<file path="config.mk">
export PLATFORM = sky130hd
export DESIGN_NAME = rxsc_regs
export DESIGN_NICKNAME = d
export VERILOG_FILES = /design/src/verilog/rxsc_pkg.sv /design/src/verilog/rxsc_regs.sv
export SDC_FILE = /design/constraint.sdc
export NUM_CORES = 1
export LEC_CHECK = 0
export BUFFER_PORTS_ARGS = -buffer_cell sky130_fd_sc_hd__buf_2
export CAP_MARGIN = 20
export CORE_MARGIN = 3
export CORE_UTILIZATION = 55
export CTS_CLUSTER_SIZE = 10
export DETAILED_ROUTE_END_ITERATION = 7
export PLACE_DENSITY = 0.85
export SYNTH_ARGS = -nofsm -noshare
export SYNTH_HDL_FRONTEND = slang
export SYNTH_SLANG_ARGS = --single-unit
</file>
<file path="constraint.sdc">
create_clock -name clk_i -period 4.2 [get_ports clk_i]
set_input_delay 1.26 -clock clk_i [delete_from_list [all_inputs] [get_ports clk_i]]
set_output_delay 1.26 -clock clk_i [all_outputs]
set_load 0.05 [all_outputs]
</file>
<file path="src/verilog/rxsc_pkg.sv">
// shared constants for the receive status and collision register bank
package rxsc_pkg;
    // printed register offsets (indices); byte address is four times these
    localparam logic [7:0] RXSC_IDX_STATUS   = 8'h0B;
    localparam logic [7:0] RXSC_IDX_BITCTRL  = 8'h0C;
    localparam logic [7:0] RXSC_IDX_COLL     = 8'h0D;
    // interrupt registers at chosen indices
    localparam logic [7:0] RXSC_IDX_IRQ_STAT = 8'h20;
    localparam logic [7:0] RXSC_IDX_IRQ_MASK = 8'h21;
    // field positions
    localparam int RXSC_CIPHER_BIT   = 5;
    localparam int RXSC_KEEP_BIT     = 7;
    localparam int RXSC_ALIGN_LSB    = 4;
    localparam int RXSC_COLLISION_AS_INTEGRITY_ERROR_BIT   = 3;
    localparam int RXSC_CPV_BIT      = 7;
    // interrupt status bit positions
    localparam int RXSC_IRQ_COLL     = 0;
    localparam int RXSC_IRQ_INTEG    = 1;
    localparam int RXSC_IRQ_DONE     = 2;
    // reset values
    localparam logic [7:0] RXSC_BITCTRL_RST = 8'h80;
    localparam logic [2:0] RXSC_IRQ_RST     = 3'h0;
    // largest reportable collision index (64th bit)
    localparam logic [6:0] RXSC_COLL_MAX    = 7'h3F;
    // transmit/receive state codes
    typedef enum logic [2:0] {
        RXSC_IDLE      = 3'b000,
        RXSC_TX_WAIT   = 3'b001,
        RXSC_TX        = 3'b011,
        RXSC_RX_WAIT   = 3'b101,
        RXSC_WAIT_DATA = 3'b110,
        RXSC_RX        = 3'b111
    } rxsc_state_e;
endpackage

</file>
<file path="src/verilog/rxsc_regs.sv">
// receive status, bit control and collision register bank
//
// Implementation choice: the Wishbone slave port.
`timescale 1ns/1ps
// How it works
// cipher flag: host clears, auth only sets
// state code read-only, 100b never used
// keep-bit clear zeroes bits after collision
// first bit at align position, then upward
// align seven: second bit to next byte
// align zero byte-oriented, else bit-oriented
// no-collision control turns collision into integrity
// last valid bits, zero means whole
// last bits cleared at start, loaded at bit-oriented end
// position valid only when in range
// seven-bit index of first data-bit collision
// only first sixty-four bits reportable
// alignment offset added into position
// host reads position only when valid
// collision sets collision-detected flag
// collision info cleared at reception start
module rxsc_regs
    import rxsc_pkg::*;
(
    // clock and reset
    input  wire logic        clk_i,
    input  wire logic        rst_i,
    // wishbone classic slave
    input  wire logic        cyc_i,
    input  wire logic        stb_i,
    input  wire logic        we_i,
    input  wire logic [9:0]  adr_i,
    input  wire logic [3:0]  sel_i,
    input  wire logic [31:0] dat_i,
    output logic      [31:0] dat_o,
    output logic             ack_o,
    // engine status inputs (same clock)
    input  wire logic [2:0]  txrx_state_i,
    input  wire logic        card_auth_set_i,
    input  wire logic        rx_start_i,
    input  wire logic        rx_end_i,
    input  wire logic        rx_bit_valid_i,
    input  wire logic        rx_bit_i,
    input  wire logic        rx_bit_coll_i,
    // received data stream out
    output logic             rx_byte_valid_o,
    output logic      [7:0]  rx_byte_o,
    // error flags, cipher flag and interrupt
    output logic             collision_detected_o,
    output logic             integrity_error_o,
    output logic             cipher_active_o,
    output logic             irq_o
);

    // host-visible state
    logic        cipher_active_r;     // card cipher on
    logic [2:0]  txrx_state_r;        // latched state code
    logic        keep_bits_r;         // keep bits after collision
    logic [2:0]  first_bit_pos_r;     // alignment of first bit
    logic        coll_integ_r;        // collision as integrity error
    logic [2:0]  last_valid_bits_r;   // valid bits of last byte
    logic        coll_pos_valid_r;    // position is valid
    logic [6:0]  coll_pos_r;          // first collision position
    logic [2:0]  irq_stat_r;          // sticky events
    logic [2:0]  irq_mask_r;          // interrupt enables
    // receive datapath
    logic [7:0]  shift_r;             // byte being assembled
    logic [2:0]  bit_idx_r;           // next bit position in byte
    logic [9:0]  bit_cnt_r;           // data bits counted since start
    logic        coll_seen_r;         // a collision was seen
    logic        rx_byte_valid_r;
    logic [7:0]  rx_byte_r;
    logic        coll_det_r;
    logic        integ_err_r;
    logic        ack_r;
    logic [31:0] dat_r;

    // bus decode
    logic        req;                 // new request this cycle
    logic        wr;                  // write strobe with lane 0
    logic [7:0]  idx;                 // word index
    logic        rx_bit_val;          // bit after substitution
    logic        coll_now;            // collision on this bit
    logic [9:0]  pos_full;            // position with offset
    logic [2:0]  ev;                  // events this cycle
    logic [7:0]  wbyte;               // low write byte

    // decode the word index from a byte address
    function automatic logic [7:0] word_index(input logic [9:0] a);
        word_index = a[9:2];
    endfunction

    // a request is taken once; while ack stands the held strobe is
    // not a new request, so each bus cycle acts exactly one time
    assign req   = cyc_i && stb_i && !ack_r;
    assign idx   = word_index(adr_i);
    assign wbyte = dat_i[7:0];
    assign wr    = req && we_i && sel_i[0];
    assign coll_now = rx_bit_valid_i && rx_bit_coll_i;
    // after a collision bits are zeroed unless keep is set
    assign rx_bit_val = (!keep_bits_r && (coll_seen_r || coll_now))
                        ? 1'b0 : rx_bit_i;
    // collision index counts data bits plus alignment offset
    assign pos_full = bit_cnt_r + {7'h00, first_bit_pos_r};
    assign ev = {rx_end_i, coll_now && coll_integ_r,
                 coll_now && !coll_seen_r};

    // wishbone ack: one cycle per request, dropped next cycle
    always_ff @(posedge clk_i) begin
        if (rst_i) begin
            ack_r <= 1'b0;
        end else begin
            ack_r <= req;
        end
    end

    // read data mux, registered with ack
    always_ff @(posedge clk_i) begin
        if (rst_i) begin
            dat_r <= 32'h0000_0000;
        end else if (req && !we_i) begin
            case (idx)
                RXSC_IDX_STATUS: begin
                    dat_r <= {24'h000000, 2'b00, cipher_active_r,
                              2'b00, txrx_state_r};
                end
                RXSC_IDX_BITCTRL: begin
                    dat_r <= {24'h000000, keep_bits_r, first_bit_pos_r,
                              coll_integ_r, last_valid_bits_r};
                end
                RXSC_IDX_COLL: begin
                    dat_r <= {24'h000000, coll_pos_valid_r, coll_pos_r};
                end
                RXSC_IDX_IRQ_STAT: begin
                    dat_r <= {29'h00000000, irq_stat_r};
                end
                RXSC_IDX_IRQ_MASK: begin
                    dat_r <= {29'h00000000, irq_mask_r};
                end
                default: begin
                    dat_r <= 32'h0000_0000;
                end
            endcase
        end
    end

    // state code is sampled; code 100b is shown as idle
    always_ff @(posedge clk_i) begin
        if (rst_i) begin
            txrx_state_r <= RXSC_IDLE;
        end else if (txrx_state_i == 3'b100) begin
            txrx_state_r <= RXSC_IDLE;
        end else begin
            txrx_state_r <= txrx_state_i;
        end
    end

    // cipher flag: auth sets (wins), host write of zero clears
    always_ff @(posedge clk_i) begin
        if (rst_i) begin
            cipher_active_r <= 1'b0;
        end else if (card_auth_set_i) begin
            cipher_active_r <= 1'b1;
        end else if (wr && idx == RXSC_IDX_STATUS
                     && !wbyte[RXSC_CIPHER_BIT]) begin
            cipher_active_r <= 1'b0;
        end
    end

    // writable controls of the bit control register
    always_ff @(posedge clk_i) begin
        if (rst_i) begin
            keep_bits_r     <= RXSC_BITCTRL_RST[RXSC_KEEP_BIT];
            first_bit_pos_r <= RXSC_BITCTRL_RST[RXSC_ALIGN_LSB +: 3];
            coll_integ_r    <= RXSC_BITCTRL_RST[RXSC_COLLISION_AS_INTEGRITY_ERROR_BIT];
        end else if (wr && idx == RXSC_IDX_BITCTRL) begin
            keep_bits_r     <= wbyte[RXSC_KEEP_BIT];
            first_bit_pos_r <= wbyte[RXSC_ALIGN_LSB +: 3];
            coll_integ_r    <= wbyte[RXSC_COLLISION_AS_INTEGRITY_ERROR_BIT];
        end
    end

    // last valid bits: cleared at start, loaded at bit-oriented end
    always_ff @(posedge clk_i) begin
        if (rst_i) begin
            last_valid_bits_r <= 3'h0;
        end else if (rx_start_i) begin
            last_valid_bits_r <= 3'h0;
        end else if (rx_end_i && first_bit_pos_r != 3'h0) begin
            last_valid_bits_r <= bit_idx_r;
        end
    end

    // bit assembly: first bit at alignment, then upward
    always_ff @(posedge clk_i) begin
        if (rst_i) begin
            shift_r         <= 8'h00;
            bit_idx_r       <= 3'h0;
            bit_cnt_r       <= 10'h000;
            rx_byte_valid_r <= 1'b0;
            rx_byte_r       <= 8'h00;
        end else begin
            rx_byte_valid_r <= 1'b0;
            if (rx_start_i) begin
                shift_r   <= 8'h00;
                bit_idx_r <= first_bit_pos_r;
                bit_cnt_r <= 10'h000;
            end else if (rx_bit_valid_i) begin
                shift_r[bit_idx_r] <= rx_bit_val;
                bit_idx_r <= bit_idx_r + 3'h1;
                // stop counting at 512: far past the reportable range,
                // and the sum with the offset can never wrap back
                if (!bit_cnt_r[9]) begin
                    bit_cnt_r <= bit_cnt_r + 10'h001;
                end
                if (bit_idx_r == 3'h7) begin
                    // byte full: next bit goes to bit 0 of next byte
                    rx_byte_r       <= {rx_bit_val, shift_r[6:0]};
                    rx_byte_valid_r <= 1'b1;
                    shift_r         <= 8'h00;
                end
            end else if (rx_end_i && bit_idx_r != 3'h0) begin
                // flush a partial byte of a bit-oriented frame
                rx_byte_r       <= shift_r;
                rx_byte_valid_r <= 1'b1;
            end
        end
    end

    // first collision position and validity
    always_ff @(posedge clk_i) begin
        if (rst_i) begin
            coll_seen_r      <= 1'b0;
            coll_pos_valid_r <= 1'b0;
            coll_pos_r       <= 7'h00;
        end else if (rx_start_i) begin
            coll_seen_r      <= 1'b0;
            coll_pos_valid_r <= 1'b0;
            coll_pos_r       <= 7'h00;
        end else if (coll_now && !coll_seen_r) begin
            coll_seen_r <= 1'b1;
            if (pos_full <= {3'b000, RXSC_COLL_MAX}) begin
                coll_pos_r       <= pos_full[6:0];
                coll_pos_valid_r <= 1'b1;
            end
        end
    end

    // error flags: cleared at start; collision sets detected, and integrity if coll_integ_r set
    always_ff @(posedge clk_i) begin
        if (rst_i) begin
            coll_det_r  <= 1'b0;
            integ_err_r <= 1'b0;
        end else if (coll_now) begin
            coll_det_r <= 1'b1;
            if (coll_integ_r) begin
                integ_err_r <= 1'b1;
            end
        end else if (rx_start_i) begin
            coll_det_r  <= 1'b0;
            integ_err_r <= 1'b0;
        end
    end

    // sticky interrupt status, write one to clear, set wins
    always_ff @(posedge clk_i) begin
        if (rst_i) begin
            irq_stat_r <= RXSC_IRQ_RST;
        end else if (wr && idx == RXSC_IDX_IRQ_STAT) begin
            irq_stat_r <= (irq_stat_r & ~wbyte[2:0]) | ev;
        end else begin
            irq_stat_r <= irq_stat_r | ev;
        end
    end

    // interrupt mask register
    always_ff @(posedge clk_i) begin
        if (rst_i) begin
            irq_mask_r <= RXSC_IRQ_RST;
        end else if (wr && idx == RXSC_IDX_IRQ_MASK) begin
            irq_mask_r <= wbyte[2:0];
        end
    end

    // registered interrupt level
    always_ff @(posedge clk_i) begin
        if (rst_i) begin
            irq_o <= 1'b0;
        end else begin
            irq_o <= |(irq_stat_r & irq_mask_r);
        end
    end

    // outputs straight from flip-flops
    assign ack_o                = ack_r;
    assign dat_o                = dat_r;
    assign rx_byte_valid_o      = rx_byte_valid_r;
    assign rx_byte_o            = rx_byte_r;
    assign collision_detected_o = coll_det_r;
    assign integrity_error_o    = integ_err_r;
    assign cipher_active_o      = cipher_active_r;

endmodule
</file>
==> impl_metrics.tcl, run 1 <==
set metrics [dict create \
    endpoint_kind "register" \
    tritoncts "yes" \
    ir_worst_vdd_mv 0.1704 \
    max_cap_viol_count 0 \
    critical-path-slowest-cell "or4_4" \
    number_of_nets_at_the_end_of_the_flow 498 \
    die_width_um 83.79 \
    power.clock.fraction_pct 38.7 \
    register_bit_total_from_synthesis 69 \
    worst_setup_hold_path_clk_slew_ps 70 \
    post-route-min-period_ps 2600 \
    yosysWarnings 0 \
    sequential_share_of_the_synthesized_area_pct 41.50 \
    most_used_cells_in_the_layout_excluding_fill_and_tap_cells "69 x dfxtp_1, 60 x nor2_1, 52 x buf_2, 29 x a21oi_1, 28 x nand2_1" \
    worst_hold_path.endpoint "dat_o[5]$_SDFFE_PP0P_" \
    grt_setup_unrepaired "no" \
    drtAntennaViolNets 0 \
    r2r.worst_path.cells 8 \
    io_pins 106 \
    grt_first_pass_wirelength_um 11380 \
    die_height_um 83.79 \
    cts.hold.buffers_added 0 \
    grt_pass1_vias 2451 \
    dpl_worst_slack_ps 1256 \
    fin_ws_ps 1600 \
    multi_input_comb_area_um2 1765 \
    insertion_delay_ps 340 \
    totalNegativeSetupSlack_ps 0 \
    worst_hold_path_type "reg2reg" \
    critical_path.startpoint_type "input pin" \
    place.port_buffers 52 \
    initialDrtViolationCount 150 \
    drt-vias-per-instance 5.447 \
    initial_utilization_pct 58.64 \
    antenna_found_initial 0 \
    path_class "in2reg" \
    yosys_most_used_dff "dfxtp_1" \
    drt-pass1-iter-count 4 \
    synth_area_um2 3328 \
    post_route_cells_drive_above_1_share_pct 17.51 \
    grt_max_degree 36 \
    ys_async_sr_fraction_pct 0 \
    outcome "complete, no violations" \
    grt_overflow_total 0 \
    detailedPlacementHpwl_um 4998 \
    critPathRequiredTime_ps 4430 \
    pwr_density_cell_nw_per_um2 353.9 \
    maxSlewHeadroom_pct 57.10 \
    synth_area_per_cell_um2 8.690 \
    r2r-start "first_bit_pos_r[0]$_SDFFE_PP0P_" \
    cp_top_family "simple AND/OR/NAND/NOR gates" \
    flow.area_growth_from_synthesis_pct 11.17 \
    syn_inst 383 \
    setup-violations-final 0 \
    total_switching_power_w 0.0003479 \
    cellLeakagePower_nw 1.475 \
    core_area_um2 5675 \
    cts_resized 0 \
    crit_path_cell_trace "buf_2 > or4_4 > nor4_4 > nor2b_1 > a211o_1" \
    startpoint_of_the_worst_hold_path "dat_o[5]$_SDFFE_PP0P_" \
    seq_area_um2 1381 \
    gp_congestion 0.7904 \
    hold_violations 0 \
    reg2reg_setup_slack_ps 1780 \
    wl_per_cell_um 13.39 \
    layout.cells.most_common "dfxtp_1" \
    worst_reg2reg_endpoint "coll_pos_r[1]$_SDFFE_PP0P_" \
    num_antenna_cells 0 \
    htree_levels 3 \
    drc 0 \
    timing.final.max_slew_violations 0 \
    sw_frac_of_total_pct 26.57 \
    power.sequential.fraction_pct 51.1 \
    hold_path_depth 2 \
    internal-power_w 0.0009615 \
    fmax_mhz 384.6 \
    clock_skew_ps 11.15 \
    tritoncts.num_buffers 9 \
    global_route_total_usage_across_every_layer_pct 19.76 \
    cts-root-buf "clkbuf_8" \
    tritoncts_num_sinks 69 \
    n_fill_cell 474 \
    placementRows 27 \
    overall_routed_net_length_um 6776 \
    crit_arrival_ps 2830 \
    worst-path-buf-inv 1 \
    critical_path.max_stage_delay_ps 570 \
    comb_power_share_pct 10.2 \
    die_area_um2 7021 \
    tightest_slew_ps 643.6 \
    critical_path.max_fanout 6 \
    synth_edf_count 0 \
    vias 2756 \
    cts_setup_buffers 0 \
    synth.distinct_cells 51 \
    cts_buffer_depth 2 \
    fin_crit_sh_pct 61.91 \
]
## flip-flops by register name, indices dropped and copies added (netlist names), 3 cells and up
register / count
irq_mask_r: 3
first_bit_pos_r: 3
bit_cnt_r: 10
txrx_state_r: 3
shift_r: 8
dat_o: 8
last_valid_bits_r: 3
coll_pos_r: 7
rx_byte_o: 8
irq_stat_r: 3
bit_idx_r: 3
## routing by layer
| metal | up-vias | part of all wire [%] | routed length [um] | track usage, % |
|---|---|---|---|---|
| li1 | 1386 | - | - | - |
| met1 | 1288 | 45 | 3071 | 25.38 |
| met2 | 70 | 47 | 3162 | 31.45 |
| met3 | 12 | 6.0 | 406 | 5.429 |
| met4 | 0 | 2.0 | 136 | 7.749 |
| met5 | - | 0 | 0 | 0 |
## worst min-delay path, delay by kind of cell (launching register included)
kind             cells  cell delay, ps
flip-flops           1             320
AND/OR/NAND/NOR      1              40
AO/OA/AOI/OAI        1              50
## final cells by class
class	count	area share [%]
clock inverter	5	1.420
tap	72	2.435
clock buffer	10	3.449
multi-input combinational	292	47.72
inverter	6	0.6087
sequential	69	37.33
timing repair buffer	52	7.034
## Yosys cell counts (3+ instances only)
cell,number,share of area [%]
a211oi_1,3,0.68
a21oi_1,29,4.4
buf_4,24,5.4
clkbuf_1,11,1.2
dfxtp_1,69,42
ha_1,7,2.6
inv_1,6,0.68
mux2i_1,25,7.5
nand2_1,28,3.2
nand2b_1,4,0.75
nand3_1,17,2.6
nand3b_1,6,1.4
nand4_1,3,0.56
nor2_1,60,6.8
nor2b_1,9,1.7
nor3_1,12,1.8
o21ai_0,13,2.0
o22a_1,3,0.79
o31a_1,4,1.1
xnor2_1,6,1.6
xor2_1,5,1.3
## power by group through the flow
| stage | sequential, W | combinational (W) | clock, W |
|---|---|---|---|
| floorplan | 0.000689 | 0.000116 | 0 |
| global placement | 0.000683 | 0.000131 | 0 |
| detailed placement | 0.000684 | 0.000133 | 0 |
| CTS | 0.000669 | 0.000133 | 0.000516 |
| global route | 0.000670 | 0.000144 | 0.000541 |
| finish | 0.000669 | 0.000134 | 0.000506 |
## kinds of logic (layout without fill, tap and decap cells)
family / Yosys count / count (layout) / share of synthesized area (%)
xor gates and xnor gates: 11 / 11 / 2.895
other: 1 / 24 / 0.1127
DFF: 69 / 69 / 41.50
buffers and inverters: 45 / 73 / 8.045
muxes: 26 / 26 / 7.857
AOI/OAI and AO/OA: 67 / 67 / 12.63
and+or+nand+nor: 156 / 156 / 23.72
adders and majority gates: 8 / 8 / 3.233
## worst max-delay path by stage
stage                                     end  cells past startpoint           start
floorplan            keep_bits_r$_SDFFE_PP1P_                      4        adr_i[9]
global placement     keep_bits_r$_SDFFE_PP1P_                      5        adr_i[9]
detailed placement   keep_bits_r$_SDFFE_PP1P_                      5        adr_i[9]
CTS                  keep_bits_r$_SDFFE_PP1P_                      5        adr_i[9]
global route        rx_byte_o[1]$_SDFFE_PP0P_                      5  rx_bit_valid_i
finish               keep_bits_r$_SDFFE_PP1P_                      5        adr_i[9]
## stage by stage
step / cell area [um^2] / power (W) / utilization (%) / cells / hold slack (ps)
3_5_place_dp: 3520 / 0.0008165 / 62.02 / 491 / 439.0
5_1_grt: 3700 / 0.001355 / 65.19 / 506 / 486.0
6_report: 3700 / 0.001309 / 65.19 / 506 / 449.8
2_1_floorplan: 3415 / 0.0008048 / - / 406 / 436.5
4_1_cts: 3700 / 0.001318 / 65.19 / 506 / 455.6
3_3_place_gp: 3520 / 0.0008145 / 62.02 / 491 / 432.6
Power figures use the tool's default switching activity.
==> inputs of run 2 (changes only) <==
Settings changed: CORE_UTILIZATION 55 to 46, PLACE_DENSITY 0.85 to 0.76.
Clock period 4.2 ns to 2.25 ns, I/O delays scaled along.
==> run 2 against run 1 <==
Compared with the run above: first-iteration DRC count up 41%; count of clock-buffer cells in the layout increased by 2; critical path depth grew 3; combinational power grew 100%; power increased by 91%; non-clock buffer count rose by 21; register-to-register slack got worse by 1700 ps; critical path type is now reg2reg; utilization down 8.3 points.
==> impl_metrics.tcl, run 2 (synthesized netlist as in run 1, its figures left out) <==
set metrics [dict create \
    total_switching_power_w 0.0006554 \
    crit_path_cell_trace "ha_1 > inv_1 > fa_1 > nor2b_1 > o2111ai_2 > mux2_4 > nand2_1 > o41ai_1" \
    antenna_found_initial 0 \
    worst_reg2reg_endpoint "coll_pos_r[2]$_SDFFE_PP0P_" \
    initial_utilization_pct 48.19 \
    layout.cells.most_common "dfxtp_1" \
    fmax_mhz 461.5 \
    drt-pass1-iter-count 4 \
    post-route-min-period_ps 2167 \
    non_filler_cells_final 552 \
    drtAntennaViolNets 0 \
    overall_routed_net_length_um 7485 \
    drt-vias-per-instance 5.168 \
    hold_violations 0 \
    critical_path.max_stage_delay_ps 380 \
    r2r-start "first_bit_pos_r[0]$_SDFFE_PP0P_" \
    tritoncts "yes" \
    most_used_cells_in_the_layout_excluding_fill_and_tap_cells "69 x dfxtp_1, 60 x nor2_1, 52 x buf_2, 29 x a21oi_1, 28 x nand2_1" \
    wire_length_on_met3_um 455 \
    worst_setup_path_endpoint "coll_pos_r[2]$_SDFFE_PP0P_" \
    cts_buffer_depth 2 \
    critPathRequiredTime_ps 2490 \
    power.clock.fraction_pct 39.4 \
    die_width_um 91.06 \
    r2r.worst_path.cells 8 \
    critical-path-slowest-cell "fa_1" \
    totalNegativeSetupSlack_ps 0 \
    largest_reg_flops 10 \
    met1Wirelength_um 3336 \
    wl_per_cell_um 13.56 \
    power.sequential.fraction_pct 49.9 \
    flow.area_growth_from_synthesis_pct 17.97 \
    grt_max_degree 26 \
    detailedPlacementHpwl_um 5606 \
    number_of_nets_at_the_end_of_the_flow 519 \
    gp_congestion 0.8654 \
    core_area_um2 6907 \
    die_area_um2 8292 \
    io_pins 106 \
    grt_pass1_vias 2793 \
    fin_total_pwr_w 0.002503 \
    drc 0 \
    vias 2853 \
    fin_ws_ps 83.34 \
    endpoint_kind "register" \
    outcome "complete, no violations" \
    clock_skew_ps 3.592 \
    post_route_cells_drive_above_1_share_pct 21.71 \
    max_cap_viol_count 0 \
    pwr_density_cell_nw_per_um2 637.5 \
    highest-signal-layer "met4" \
    worst_setup_path_startpoint "first_bit_pos_r[0]$_SDFFE_PP0P_" \
    utilization_of_the_core_after_routing_pct 56.85 \
    top_register "bit_cnt_r" \
    die_height_um 91.06 \
    tritoncts.num_buffers 9 \
    placementRows 30 \
    htree_levels 3 \
    cts_setup_buffers 0 \
    tightest_slew_ps 607.4 \
    critical_path.startpoint_type "register" \
    grt_overflow_total 0 \
    insertion_delay_ps 340 \
    place.port_buffers 52 \
    initialDrtViolationCount 212 \
    num_antenna_cells 0 \
    dpl_worst_slack_ps 40.44 \
    sw_frac_of_total_pct 26.19 \
    critical_path.max_fanout 6 \
    comb_power_share_pct 10.8 \
    ir_worst_vdd_mv 0.3163 \
    maxSlewHeadroom_pct 59.16 \
    timing.final.max_slew_violations 0 \
    dp_cells 536 \
    worst_hold_path_type "reg2reg" \
    tritoncts_num_sinks 69 \
    reg2reg_setup_slack_ps 80 \
    path_class "reg2reg" \
    internal-power_w 0.001847 \
    cts-root-buf "clkbuf_8" \
    fin_crit_sh_pct 96.30 \
    worst_setup_hold_path_clk_slew_ps 70 \
    grt_first_pass_wirelength_um 12880 \
    cellLeakagePower_nw 1.593 \
    setup-violations-final 0 \
    crit_arrival_ps 2400 \
    global_route_total_usage_across_every_layer_pct 18.93 \
    cts.hold.buffers_added 0 \
    met2_length_um 3511 \
]
==> run 2: changes by cell type in the layout (fill, tap and decap cells not counted), sizes merged <==
cell	delta
clkinv	-1
clkbuf	+2
buf	+21
==> run 2: final cells by class <==
type	count	area, um^2
fillers	661	2980
inverters	6	22.52
clock inverters	4	47.55
clock buffers	12	145.1
repair buffers	73	430.4
flip-flops and latches	69	1381
well taps	96	120.1
multi-input cells	292	1779
==> run 2: power by group through the flow <==
stage               logic (W)  clock network, W  registers, W
finish               0.000269          0.000985       0.00125
global route         0.000291           0.00106       0.00125
CTS                  0.000268           0.00100       0.00125
detailed placement   0.000268                 0       0.00128
global placement     0.000264                 0       0.00128
floorplan            0.000216                 0       0.00129
==> run 2: how the worst min path moves through the flow <==
stage                     slack, ps                       endpoint                     startpoint  depth (start not counted)
after CTS                       460          dat_o[5]$_SDFFE_PP0P_          dat_o[5]$_SDFFE_PP0P_                          2
after global routing            490        shift_r[1]$_SDFFE_PP0P_        shift_r[1]$_SDFFE_PP0P_                          2
after detailed placement        440          dat_o[5]$_SDFFE_PP0P_          dat_o[5]$_SDFFE_PP0P_                          2
after floorplan                 440  coll_pos_valid_r$_SDFFE_PP0P_  coll_pos_valid_r$_SDFFE_PP0P_                          2
after global placement          430          dat_o[5]$_SDFFE_PP0P_          dat_o[5]$_SDFFE_PP0P_                          2
final                           450          dat_o[0]$_SDFFE_PP0P_          dat_o[0]$_SDFFE_PP0P_                          2
==> run 2: per-stage QoR <==
| step | cell area [um^2] | hold WS [ps] |
|---|---|---|
| after floorplan | 3415 | 436.5 |
| after global placement | 3720 | 433.2 |
| after detailed placement | 3720 | 444.7 |
| after CTS | 3913 | 460.9 |
| after global routing | 3926 | 488.4 |
| final | 3926 | 451.9 |
==> run 2: per-layer routing <==
layer	GRT usage, %	up-vias
met3	3.977	16
met2	30.04	93
met4	9.548	0
li1	-	1428
met5	0	-
met1	24.24	1316
==> run 2: what timing repair did <==
action,in CTS,in global routing
endpoints found under the setup margin,0,5
hold endpoints to repair,0,0
gates resized for setup,0,4
==> run 2: worst max-delay path: cells and delay by family (launching register included) <==
family                     cells  cell delay [ps]
muxes                          1              290
and+or+nand+nor                2              320
adders and majority gates      2              550
buffers and inverters          1               50
AOI/OAI and AO/OA              2              510
DFF                            1              330
